**config.mk**
```make
export PLATFORM = sky130hd
export DESIGN_NAME = cdaop_core
export DESIGN_NICKNAME = d
export VERILOG_FILES = /design/src/design/cdaop_core.v /design/src/design/cdaop_bcd_fix.v
export VERILOG_INCLUDE_DIRS = /design/src /design/src/design
export SDC_FILE = /design/constraint.sdc
export NUM_CORES = 1
export LEC_CHECK = 0
export BUFFER_PORTS_ARGS = -buffer_cell sky130_fd_sc_hd__buf_2
export CORE_ASPECT_RATIO = 1.4
export CORE_UTILIZATION = 47
export CTS_BUF_LIST = sky130_fd_sc_hd__clkbuf_8
export DETAILED_ROUTE_END_ITERATION = 16
export GPL_ROUTABILITY_DRIVEN = 0
export PLACE_DENSITY_LB_ADDON = 0.08
export SLEW_MARGIN = 20
export SYNTH_ARGS = -nofsm -noshare
export SYNTH_HDL_FRONTEND = slang
export SYNTH_SLANG_ARGS = --single-unit
```
**constraint.sdc**
```tcl
create_clock -name sys_clk -period 6.3 [get_ports sys_clk]
set_input_delay 1.26 -clock sys_clk [delete_from_list [all_inputs] [get_ports sys_clk]]
set_output_delay 1.26 -clock sys_clk [all_outputs]
set_load 0.02 [all_outputs]
```
**src/design/cdaop_map.vh**
```
`ifndef CDAOP_MAP_VH
`define CDAOP_MAP_VH
// operation select codes
`define CDAOP_OP_NONE 2'h0
`define CDAOP_COMPLEMENT_MEMORY_OP 2'h1
`define CDAOP_COMPLEMENT_TO_ACCUMULATOR_OP 2'h2
`define CDAOP_DECIMAL_ADJUST_OP 2'h3
// decimal adjust constants
`define CDAOP_DIGIT_MAX 4'h9
`define CDAOP_ADJ_NONE 8'h00
`define CDAOP_ADJ_LOW 8'h06
`define CDAOP_ADJ_HIGH 8'h60
`define CDAOP_ADJ_BOTH 8'h66
// reset values
`define CDAOP_ACC_RST 8'h00
`define CDAOP_FLAG_RST 1'h0
`define CDAOP_WE_RST 1'h0
`define CDAOP_WDATA_RST 8'h00
`endif

```
**src/design/cdaop_core.v**
```verilog
`default_nettype none
`include "cdaop_map.vh"
module cdaop_core (
  input wire sys_clk,
  input wire rst,
  input wire op_valid,
  input wire [1:0] op_sel,
  input wire [7:0] mem_rdata,
  input wire acc_load,
  input wire [7:0] acc_load_data,
  input wire flags_load,
  input wire carry_load_data,
  input wire half_carry_load_data,
  input wire zero_load_data,
  output reg [7:0] acc_q,
  output reg carry_flag_q,
  output reg half_carry_flag_q,
  output reg zero_flag_q,
  output reg mem_we_q,
  output reg [7:0] mem_wdata_q
);
  // one strobe for each operation of this block
  reg complement_memory_op;
  reg complement_to_accumulator_op;
  reg decimal_adjust_op;
  // both complement operations share one inverter
  wire [7:0] inv_byte;
  wire [7:0] bcd_res;
  wire bcd_carry;
  // an operation of this block takes priority over the core's direct loads
  wire acc_load_taken;
  wire zero_load_taken;
  wire carry_load_taken;
  reg [7:0] acc_d;
  reg carry_flag_d;
  reg half_carry_flag_d;
  reg zero_flag_d;
  reg mem_we_d;
  reg [7:0] mem_wdata_d;

  assign inv_byte = ~mem_rdata;

  // select code none leaves every strobe low
  always @*
  begin
    complement_memory_op = 1'h0;
    complement_to_accumulator_op = 1'h0;
    decimal_adjust_op = 1'h0;
    if (op_valid)
    begin
      case (op_sel)
        `CDAOP_COMPLEMENT_MEMORY_OP:
        begin
          complement_memory_op = 1'h1;
        end
        `CDAOP_COMPLEMENT_TO_ACCUMULATOR_OP:
        begin
          complement_to_accumulator_op = 1'h1;
        end
        `CDAOP_DECIMAL_ADJUST_OP:
        begin
          decimal_adjust_op = 1'h1;
        end
        default:
        begin
          decimal_adjust_op = 1'h0;
        end
      endcase
    end
  end

  cdaop_bcd_fix u_fix (
    .acc_in(acc_q),
    .carry_in(carry_flag_q),
    .half_carry_in(half_carry_flag_q),
    .result(bcd_res),
    .carry_out(bcd_carry)
  );

  // decimal adjust writes memory, not the accumulator, yet still owns the cycle
  assign acc_load_taken = acc_load && !decimal_adjust_op && !complement_memory_op;
  // adjust must leave zero alone, so a zero load beside it is dropped as well
  assign zero_load_taken = flags_load && !decimal_adjust_op;
  assign carry_load_taken = flags_load && !decimal_adjust_op &&
    !complement_memory_op && !complement_to_accumulator_op;

  always @*
  begin
    acc_d = acc_q;
    if (complement_to_accumulator_op)
    begin
      acc_d = inv_byte;
    end
    else if (acc_load_taken)
    begin
      acc_d = acc_load_data;
    end
  end

  always @*
  begin
    zero_flag_d = zero_flag_q;
    if (complement_memory_op || complement_to_accumulator_op)
    begin
      zero_flag_d = (inv_byte == 8'h00);
    end
    else if (zero_load_taken)
    begin
      zero_flag_d = zero_load_data;
    end
  end

  // adjust only ever sets carry; clearing it is left to a load
  always @*
  begin
    carry_flag_d = carry_flag_q;
    if (decimal_adjust_op)
    begin
      carry_flag_d = bcd_carry;
    end
    else if (carry_load_taken)
    begin
      carry_flag_d = carry_load_data;
    end
  end

  always @*
  begin
    half_carry_flag_d = half_carry_flag_q;
    if (carry_load_taken)
    begin
      half_carry_flag_d = half_carry_load_data;
    end
  end

  // the write strobe is high the cycle after each complement-memory or adjust cycle; data is refreshed every cycle
  always @*
  begin
    mem_we_d = complement_memory_op || decimal_adjust_op;
    mem_wdata_d = inv_byte;
    if (decimal_adjust_op)
    begin
      mem_wdata_d = bcd_res;
    end
  end

  always @(posedge sys_clk)
  begin
    if (rst)
    begin
      acc_q <= `CDAOP_ACC_RST;
    end
    else
    begin
      acc_q <= acc_d;
    end
  end

  always @(posedge sys_clk)
  begin
    if (rst)
    begin
      carry_flag_q <= `CDAOP_FLAG_RST;
    end
    else
    begin
      carry_flag_q <= carry_flag_d;
    end
  end

  always @(posedge sys_clk)
  begin
    if (rst)
    begin
      half_carry_flag_q <= `CDAOP_FLAG_RST;
    end
    else
    begin
      half_carry_flag_q <= half_carry_flag_d;
    end
  end

  always @(posedge sys_clk)
  begin
    if (rst)
    begin
      zero_flag_q <= `CDAOP_FLAG_RST;
    end
    else
    begin
      zero_flag_q <= zero_flag_d;
    end
  end

  // cleared in reset so memory is not written while the core starts up
  always @(posedge sys_clk)
  begin
    if (rst)
    begin
      mem_we_q <= `CDAOP_WE_RST;
    end
    else
    begin
      mem_we_q <= mem_we_d;
    end
  end

  always @(posedge sys_clk)
  begin
    if (rst)
    begin
      mem_wdata_q <= `CDAOP_WDATA_RST;
    end
    else
    begin
      mem_wdata_q <= mem_wdata_d;
    end
  end
endmodule // cdaop_core
`default_nettype wire

```
**src/design/cdaop_bcd_fix.v**
```verilog
`default_nettype none
`include "cdaop_map.vh"
module cdaop_bcd_fix (
  input wire [7:0] acc_in,
  input wire carry_in,
  input wire half_carry_in,
  output reg [7:0] result,
  output reg carry_out
);
  reg fix_low;
  reg fix_high;
  reg [7:0] adj;
  always @*
  begin
    fix_low = (acc_in[3:0] > `CDAOP_DIGIT_MAX) || half_carry_in;
    // low-nibble add may push the high nibble past 9, so judge it on the adjusted value
    fix_high = (acc_in[7:4] > `CDAOP_DIGIT_MAX) || carry_in ||
      ((acc_in[7:4] == `CDAOP_DIGIT_MAX) && (acc_in[3:0] > `CDAOP_DIGIT_MAX));
    if (fix_low && fix_high)
      adj = `CDAOP_ADJ_BOTH;
    else if (fix_high)
      adj = `CDAOP_ADJ_HIGH;
    else if (fix_low)
      adj = `CDAOP_ADJ_LOW;
    else
      adj = `CDAOP_ADJ_NONE;
    // wraps past ff on purpose; the overflow lives in the carry flag
    result = acc_in + adj;
    carry_out = carry_in | fix_high;
  end
endmodule // cdaop_bcd_fix
`default_nettype wire

```
== After elaboration in Yosys (flattened, before gate mapping) ==
Cells that the tools add are included.

* Register bits after elaboration: 20
* Input port bits: 26
* Output and inout port bits: 20

* Add/sub/neg operators: 1
* Magnitude comparators: 2
* Equal/unequal tests: 4
* Muxes and demuxes: 16
* Bitwise gates (word level): 2
* Reductions and logical operators: 19

{| class="wikitable"
|+ Operators with widths
! cell !! number
|-
| 8-bit two-way mux || 5
|-
| 1-bit two-way mux || 10
|-
| 8-bit adder || 1
|-
| 4-bit > comparator, second input constant || 2
|-
| 8-bit zero test || 1
|-
| 8-bit inverter || 1
|-
| 1-bit logical AND || 7
|-
| 2-bit nonzero test || 3
|-
| 1-bit logical OR || 5
|-
| 2-bit == test, second input constant || 2
|-
| 4-bit == test, second input constant || 1
|-
| 1-bit zero test || 3
|-
| 3-bit two-way mux || 1
|-
| 2-bit by 1-bit == test with 1-bit output, second input constant || 1
|-
| 1-bit bitwise OR || 1
|}

== Logic depth before layout (Yosys ltp) ==
Gate-level depths: netlist of run 1.

* Word-level depth: 9
* Depth in mapped cells: 9
* Mapped depth without buffers: 9

== Hierarchy ==
Synthesis of run 1 repeated with hierarchy kept, for this count alone.

* Cells, all modules: 113
* Area, all modules: 1171.1 um^2

{| class="wikitable"
|+ Modules (own cells, without submodules)
! module !! instances !! cells each !! area an instance (um^2) !! seq. area each (um^2)
|-
| cdaop_core || 1 || 82 || 925.9 || 400.4
|-
| cdaop_bcd_fix || 1 || 31 || 245.2 || 0.0
|}

== Worst setup path after synthesis of run 1 ==
OpenSTA, ideal clock, no wires.

* Path type: input -> register
* From: input op_valid
* To: register mem_wdata_q[6]
* Setup time: 0.118 ns
* Arrival: 2.213 ns
* Required time: 6.182 ns
* Slack: 3.968 ns
* Stages: 5
* Path through: buf_2 > nand3_2 > or4b_1 > o211ai_1 > nor3_1

* Cells in the longest elaborated chain, start to end: 2

{| class="wikitable"
|+ RTL lines
! what !! line !! source
|-
| start, declared || cdaop_core.v:6 || <nowiki>input wire op_valid,</nowiki>
|-
| 1-bit two-way mux || cdaop_core.v:49 || <nowiki>if (op_valid)</nowiki>
|-
| 8-bit two-way mux || cdaop_core.v:141 || <nowiki>if (decimal_adjust_op)</nowiki>
|-
| end signal, assigned || cdaop_core.v:212 || <nowiki>mem_wdata_q <= `CDAOP_WDATA_RST;</nowiki>
|-
| end signal, assigned || cdaop_core.v:216 || <nowiki>mem_wdata_q <= mem_wdata_d;</nowiki>
|-
| end, declared || cdaop_core.v:20 || <nowiki>output reg [7:0] mem_wdata_q</nowiki>
|}

Every way passes these cells.
A chain may end at the register's enable or synchronous reset.

== Final worst setup path of run 1 ==
* From: register acc_q[2]
* To: register mem_wdata_q[7]

* Cells in the longest elaborated chain, start to end: 7
* Elaborated cells between the ends (all ways): 10
* Classes of those cells: add/sub: 1; order compare: 1; mux: 4; reduce/logical: 4

{| class="wikitable"
|+ RTL lines
! what !! line !! source
|-
| start, declared || cdaop_core.v:15 || <nowiki>output reg [7:0] acc_q,</nowiki>
|-
| start signal, assigned || cdaop_core.v:151 || <nowiki>acc_q <= `CDAOP_ACC_RST;</nowiki>
|-
| 4-bit > comparator (no line) || n/a ||
|-
| 1-bit logical OR or 1-bit logical AND (tied branches) || cdaop_bcd_fix.v:15, cdaop_bcd_fix.v:18 ||
|-
| 3-bit two-way mux or 1-bit logical OR (tied branches) || cdaop_bcd_fix.v:23, cdaop_bcd_fix.v:17 ||
|-
| 8-bit two-way mux or 1-bit logical AND (tied branches) || cdaop_bcd_fix.v:21, cdaop_bcd_fix.v:19 ||
|-
| 8-bit two-way mux || cdaop_bcd_fix.v:19 || <nowiki>if (fix_low && fix_high)</nowiki>
|-
| 8-bit adder * || cdaop_bcd_fix.v:28 || <nowiki>result = acc_in + adj;</nowiki>
|-
| 8-bit two-way mux * || cdaop_core.v:141 ||
|}

Mark *: on every way between the ends. The rest lies on a longest branch, timed or not.

==> results.sh, run 1 <==
export IMPL_path_cells="or2_2 > a21o_1 > ha_1 > inv_1 > fa_1 > nand3b_1 > a211oi_1 > nor2_1 > a221oi_1"
export IMPL_post_cts_setup_buffer_count=0
export IMPL_grt_max_degree=21
export IMPL_area_delta_synth_final_pct=25.45
export IMPL_numCtsBuffers=3
export IMPL_met3_usage=0.02744
export IMPL_critPathRequiredTime_ps=6450
export IMPL_netlist_area_sq_um=1106
export IMPL_worst_hold_slack_ps=493.6
export IMPL_netlist_instances=139
export IMPL_maxSlewHeadroom=0.5740
export IMPL_slowest_delay_ps=440
export IMPL_cpMaxStageDelayCell="dfxtp_1"
export IMPL_drc_errors=0
export IMPL_ant_nets=0
export IMPL_path_max_fanout=6
export IMPL_seq_area_sq_um=400.4
export IMPL_hold_path_class="reg -> reg"
export IMPL_n_fill_cell=208
export IMPL_rr_endpoint="mem_wdata_q[7]"
export IMPL_crit_path_end_kind="flip-flop"
export IMPL_die_w_microns=43
export IMPL_n_antenna_cell=0
export IMPL_min_period_ps=2342
export IMPL_place_area_sq_um=1316
export IMPL_grt_busiest_layer="met2"
export IMPL_multi_input_area_sq_um=644.4
export IMPL_async_reset_ff_frac=0
export IMPL_final_nets=208
export IMPL_worst_hold_path_endpoint="zero_flag_q"
export IMPL_cts_root_buf="clkbuf_8"
export IMPL_max_cap_violations=0
export IMPL_p_per_area_nw_per_um2=250.5
export IMPL_synth_enable_flop_cells=0
export IMPL_p_int_mw=0.2501
export IMPL_htreeDepth=1
export IMPL_fin_area_sq_um=1388
export IMPL_wl_per_cell_microns=13.65
export IMPL_portBuffers=45
export IMPL_max_freq_mhz=427.0
export IMPL_net_switching_power_mw=0.09750
export IMPL_clock_sinks=20
export IMPL_yosysUniqueCellTypes=35
export IMPL_wirelength_microns=2729
export IMPL_critPathLaunchType="flip-flop"
export IMPL_grt_util_met1=0.2911
export IMPL_hold_viol=0
export IMPL_grt_overflow=0
export IMPL_dpl_hpwl_microns=2108
export IMPL_antenna_found_initial=0
export IMPL_grtUsageMet2=0.4394
export IMPL_cts_buffer_depth=2
export IMPL_clock_skew_ps=2.834
export IMPL_syn_num_nets=168
export IMPL_vias=1124
export IMPL_r2r_start="acc_q[2]"
export IMPL_row_count=20
export IMPL_setup_viol_count_final=0
export IMPL_hold_path_cell_count=2
export IMPL_cts_resized_gates=0
export IMPL_r2r_slack_ps=3960
export IMPL_max_vdd_ir_drop_v=0.0001916
export IMPL_combinationalPowerShare=0.208
export IMPL_dr_pass1_iters=4
export IMPL_syn_area_per_cell_sq_um=7.957
export IMPL_rsz0062_at_grt="false"
export IMPL_finalCritPeriodShare=0.3717
export IMPL_drtIter0Drc=29
export IMPL_ios=46
export IMPL_leakage_nw=0.6382
export IMPL_synth_warnings=0
export IMPL_grt_first_pass_wirelength_microns=4678
export IMPL_start_util=0.5023
export IMPL_rr_worst_depth=9
export IMPL_grt_pass1_vias=1075
export IMPL_drive_gt1_frac=0.2978
export IMPL_design_core_area_sq_um=2202
export IMPL_insertion_delay_ps=250
export IMPL_clockPowerShare=0.371
export IMPL_clk_pin_slew_worst_paths_ps=80
export IMPL_synth_seq_cells=20
export IMPL_fp_dieH_microns=59.40
export IMPL_fin_tns_setup_ps=0
export IMPL_synth_ff_type="dfxtp_1"
export IMPL_cts_tree="yes"
export IMPL_ys_seq_area_frac=0.3620
export IMPL_power_frac_seq=0.421
export IMPL_hold_buffers=0
export IMPL_crit_type="reg -> reg"
export IMPL_hp_start="zero_flag_q"
export IMPL_viasPerCell=5.620
export IMPL_swShare=0.2805
export IMPL_critPathArrivalTime_ps=2490
export IMPL_grt_util_all_layers=0.2382
export IMPL_max_slew_worst_pin_slew_ps=639.0
export IMPL_maxSlewViolCount=0
export IMPL_status="complete, no violations"
export IMPL_die_area_sq_um=2554
## synth_stat cells, types with 2 or more instances
library cell / count / area share
o211ai_1: 2 / 0.014
nand3b_1: 2 / 0.014
nand4_1: 2 / 0.011
a21o_1: 2 / 0.014
a211oi_1: 15 / 0.10
dfxtp_1: 20 / 0.36
buf_2: 4 / 0.018
xnor2_1: 4 / 0.032
ha_1: 2 / 0.023
o21ai_0: 2 / 0.0091
and3_1: 2 / 0.011
nor3_1: 2 / 0.0091
nand2_1: 8 / 0.027
a21oi_1: 14 / 0.063
nand3_1: 2 / 0.0091
clkbuf_1: 6 / 0.020
inv_1: 5 / 0.017
nor2_1: 25 / 0.085
o21a_1: 2 / 0.014
mux2i_1: 2 / 0.018
and2_1: 2 / 0.011
## sequential cells by signal, indices dropped and copies added, names as in the netlist
register	count
half_carry_flag_q	1
acc_q	8
carry_flag_q	1
mem_wdata_q	8
mem_we_q	1
zero_flag_q	1
## how the worst max path moves through the flow
stage / startpoint / end / slack, ps
6_report: acc_q[2] / mem_wdata_q[7] / 3960
5_1_grt: acc_q[1] / mem_wdata_q[7] / 3810
4_1_cts: acc_q[2] / mem_wdata_q[7] / 3970
3_5_place_dp: op_valid / mem_wdata_q[6] / 3700
3_3_place_gp: op_valid / mem_wdata_q[6] / 3750
2_1_floorplan: op_valid / mem_wdata_q[6] / 3970
## area by class of cell
type,count,area share
inverters,5,0.01353
multi-input cells,104,0.4644
repair buffers,45,0.1623
well taps,22,0.01984
clock buffers,3,0.02976
flip-flops and latches,20,0.2885
clock inverters,1,0.02164
## critical path: cells and delay by family, from the launching register on
kind                       cells  cell delay, ps
and+or+nand+nor                3             470
DFF                            1             440
AOI/OAI and AO/OA              3             700
buffers and inverters          1              50
adders and majority gates      2             560
## cells in the final DEF, fill, tap and decap left out, types with 2 or more instances in the layout
cell	synthesis	routed
a211oi_1	15	15
a21o_1	2	2
a21oi_1	14	14
and2_1	2	2
and3_1	2	2
buf_2	4	45
clkbuf_8	0	3
dfxtp_1	20	20
ha_1	2	2
inv_1	5	5
mux2i_1	2	2
nand2_1	8	8
nand3_1	2	2
nand3b_1	2	2
nand4_1	2	2
nor2_1	25	25
nor3_1	2	2
o211ai_1	2	2
o21a_1	2	2
o21ai_0	2	2
xnor2_1	4	4
## per-layer routing
layer / part of all wire / up-vias
li1: - / 576
met5: 0 / -
met4: 0.0070 / 0
met3: 0.038 / 2
met2: 0.52 / 33
met1: 0.43 / 513
## power groups by stage
stage / clock, mW / combinational, mW / sequential (mW)
finish: 0.129 / 0.0723 / 0.146
global route: 0.137 / 0.0805 / 0.148
detailed placement: 0 / 0.0725 / 0.149
CTS: 0.130 / 0.0727 / 0.146
global placement: 0 / 0.0710 / 0.149
floorplan: 0 / 0.0383 / 0.157
## kinds of logic (layout without fill, tap and decap cells)
kind of cell | after synthesis | after routing | share of synthesized area
AND/OR/NAND/NOR | 52 | 52 | 0.2274
AO/OA/AOI/OAI | 42 | 42 | 0.2568
flip-flops | 20 | 20 | 0.3620
buffers and inverters | 15 | 54 | 0.05543
XOR/XNOR | 5 | 5 | 0.03959
adder cells (fa/ha/maj) | 3 | 3 | 0.04072
multiplexers | 2 | 2 | 0.01810
## through the flow
step           utilization  cells  setup slack [ps]  power (mW)
2_1_floorplan            -    139              3968      0.1956
3_3_place_gp        0.5977    196              3747      0.2200
3_5_place_dp        0.5977    196              3702      0.2220
4_1_cts             0.6301    200              3973      0.3490
5_1_grt             0.6301    200              3814      0.3655
6_report            0.6301    200              3958      0.3476
Power figures use the tool's default switching activity.
==> inputs of run 2 (changes only) <==
--- a/config.mk
+++ b/config.mk
@@ -6,6 +6,7 @@
 export SDC_FILE = /design/constraint.sdc
 export NUM_CORES = 1
 export LEC_CHECK = 0
+export ABC_AREA = 1
 export BUFFER_PORTS_ARGS = -buffer_cell sky130_fd_sc_hd__buf_2
 export CORE_ASPECT_RATIO = 1.4
 export CORE_UTILIZATION = 47
==> constraint.sdc (replaced) <==
create_clock -name sys_clk -period 2.45 [get_ports sys_clk]
set_input_delay 0.49 -clock sys_clk [delete_from_list [all_inputs] [get_ports sys_clk]]
set_output_delay 0.49 -clock sys_clk [all_outputs]
set_load 0.02 [all_outputs]
==> run 2 against run 1 <==
  * Clock skew up 4.7 ps
  * Worst hold slack got worse by 64 ps
  * Global-route usage increased by 1.5 points
  * Non-clock buffer count up 1
  * Sequential share of layout area shrank 0.58 points
  * Cell area up 2.7%
  * Wire length increased by 2.6%
  * Final cell count up 13%
  * Register-to-register slack got worse by 3700 ps
  * Count of clock-buffer cells in the layout up 1
  * First-iteration DRC count decreased by 17%
  * Clock power is 99% higher
  * Critical endpoint unchanged
  * Highest routed layer unchanged
==> results.sh, run 2 <==
export IMPL_syn_area_per_cell_sq_um=7.087
export IMPL_path_cells="nor2_1 > nor2_4 > nor2_1 > inv_1 > ha_1 > inv_1 > fa_1 > nor3_2 > inv_1 > nor2_2 > nand2_1 > nand3_1 > nand3_1 > nand2_1 > inv_1"
export IMPL_cp_common_cell="inv_1"
export IMPL_wirelength_microns=2800
export IMPL_syn_num_nets=187
export IMPL_grt_pass1_vias=1225
export IMPL_cts_buffer_depth=2
export IMPL_top_layer="met4"
export IMPL_clockPowerShare=0.304
export IMPL_yosysUniqueCellTypes=23
export IMPL_status="complete, no violations"
export IMPL_p_per_area_nw_per_um2=593.9
export IMPL_fp_dieH_microns=59.76
export IMPL_drive_gt1_frac=0.3235
export IMPL_slowest_delay_ps=420
export IMPL_row_count=20
export IMPL_p_int_mw=0.5753
export IMPL_synth_warnings=0
export IMPL_layout_setup_ws_ps=212.0
export IMPL_viasPerCell=5.350
export IMPL_path_max_fanout=4
export IMPL_start_util=0.5085
export IMPL_fin_tns_setup_ps=0
export IMPL_dpl_worst_slack_ps=71.59
export IMPL_cpMaxStageDelayCell="fa_1"
export IMPL_portBuffers=45
export IMPL_cp_top_family="simple AND/OR/NAND/NOR gates"
export IMPL_combinationalPowerShare=0.255
export IMPL_wl_per_cell_microns=12.39
export IMPL_net_switching_power_mw=0.2711
export IMPL_htreeDepth=1
export IMPL_setup_viol_count_final=0
export IMPL_synth_seq_cells=20
export IMPL_antenna_found_initial=0
export IMPL_clk_pin_slew_worst_paths_ps=70
export IMPL_maxSlewHeadroom=0.6781
export IMPL_hold_path_class="in -> reg"
export IMPL_swShare=0.3203
export IMPL_n_antenna_cell=0
export IMPL_clock_skew_ps=7.534
export IMPL_critPathArrivalTime_ps=2400
export IMPL_met1Wirelength_microns=1115
export IMPL_netlist_instances=158
export IMPL_leakage_nw=0.7876
export IMPL_die_area_sq_um=2585
export IMPL_grt_max_degree=18
export IMPL_synth_enable_flop_cells=0
export IMPL_grt_overflow=0
export IMPL_min_period_ps=2238
export IMPL_yosys_cell_count_top_type="nand2_1"
export IMPL_power_frac_seq=0.441
export IMPL_yosysTopAreaCellShare=0.3575
export IMPL_max_freq_mhz=446.8
export IMPL_grt_first_pass_wirelength_microns=4905
export IMPL_finalCritPeriodShare=0.9135
export IMPL_clock_sinks=20
export IMPL_cts_root_buf="clkbuf_8"
export IMPL_hold_viol=0
export IMPL_cts_tree="yes"
export IMPL_drc_errors=0
export IMPL_numCtsBuffers=3
export IMPL_maxSlewViolCount=0
export IMPL_ios=46
export IMPL_dr_pass1_iters=4
export IMPL_design_core_area_sq_um=2202
export IMPL_grt_util_all_layers=0.2533
export IMPL_max_slew_worst_pin_slew_ps=482.3
export IMPL_final_nets=234
export IMPL_async_reset_ff_frac=0
export IMPL_crit_type="reg -> reg"
export IMPL_vias=1209
export IMPL_crit_path_end_kind="flip-flop"
export IMPL_final_cell_mix="buf_2, nand2_1, inv_1"
export IMPL_met2_length_microns=1483
export IMPL_max_vdd_ir_drop_v=0.0003457
export IMPL_hold_buffers=0
export IMPL_insertion_delay_ps=270
export IMPL_ant_nets=0
export IMPL_critPathRequiredTime_ps=2610
export IMPL_yosys_area_top_type="dfxtp_1"
export IMPL_synth_area_leaders="dfxtp_1, o211ai_1, nand2_1"
export IMPL_dpl_hpwl_microns=2231
export IMPL_critPathLaunchType="flip-flop"
export IMPL_rsz0062_at_grt="false"
export IMPL_synthTopCellsByCount="nand2_1, inv_1, dfxtp_1"
export IMPL_wl_met3_microns=112
export IMPL_netlist_area_sq_um=1120
export IMPL_die_w_microns=43.26
export IMPL_ys_seq_area_frac=0.3575
export IMPL_max_cap_violations=0
export IMPL_area_delta_synth_final_pct=27.26
export IMPL_synth_ff_type="dfxtp_1"
export IMPL_cp_buffers_inverters=4
export IMPL_drtIter0Drc=24
export IMPL_layout_cells_most_common="buf_2"
export IMPL_top_regs="acc_q (8), mem_wdata_q (8)"
==> run 2: cell count changes in the layout (fill, tap and decap cells not counted), moves of 5 or more <==
cell / delta
nand2_2: +5
o211ai_1: +16
o21ai_0: +6
a211oi_1: -15
nor2_1: -15
nand3_1: +6
nand2_1: +20
inv_1: +22
==> run 2: what timing repair did <==
item                                   CTS  global route
endpoints found under the hold margin    0             0
resized for setup                        0             3
setup buffers                            0             0
setup endpoints to repair                0             2
==> run 2: kinds of logic after synthesis <==
family,Yosys count,synth area share
simple gates,59,0.2514
flops,20,0.3575
xor+xnor,2,0.01565
fa+ha+maj,3,0.04022
compound gates,40,0.2190
buf+inv,34,0.1162
==> run 2: stage by stage <==
step	area, sq um	utilization	total power, mW	hold WS (ps)	cells
CTS	1418	0.6438	0.8505	428.6	226
floorplan	1120	-	0.5207	562.4	158
global route	1425	0.6472	0.8942	424.5	226
global placement	1363	0.6188	0.5895	497.9	222
finish	1425	0.6472	0.8464	429.7	226
detailed placement	1363	0.6188	0.5956	502.3	222
==> run 2: routing by layer <==
metal  global-route usage  vias to the layer above
met4               0.1429                        0
met2               0.4840                       39
met5                    0                        -
met3              0.04834                        9
li1                     -                      615
met1               0.2467                      546
==> run 2: final timing paths <==
| check | startpoint | end | slack [ps] | cells past startpoint |
|---|---|---|---|---|
| max | acc_q[1] | mem_wdata_q[7] | 210 | 15 |
| min | mem_rdata[3] | mem_wdata_q[3] | 430 | 2 |
| max reg2reg | acc_q[1] | mem_wdata_q[7] | 210 | 15 |
| min reg2reg | acc_q[0] | acc_q[0] | 530 | 2 |
==> run 2: power groups by stage <==
stage / sequential, mW / clock (mW) / combinational, mW
global placement: 0.379 / 0 / 0.211
CTS: 0.373 / 0.261 / 0.216
detailed placement: 0.380 / 0 / 0.215
finish: 0.373 / 0.257 / 0.216
global route: 0.377 / 0.274 / 0.243
floorplan: 0.409 / 0 / 0.112
==> run 2: worst reg2reg max path: cells and delay by family (launching register included) <==
family,cells,cell delay (ps)
buffers and inverters,4,260
AND/OR/NAND/NOR,9,890
flip-flops,1,390
adder cells (fa/ha/maj),2,600
==> run 2: area by class of cell <==
| type | instances | area [sq um] |
|---|---|---|
| timing repair buffer | 46 | 232.7 |
| tap | 22 | 27.53 |
| fill | 200 | 777.0 |
| inverter | 30 | 112.6 |
| sequential | 20 | 402.9 |
| clock buffer | 4 | 55.05 |
| multi-input combinational | 104 | 594.3 |
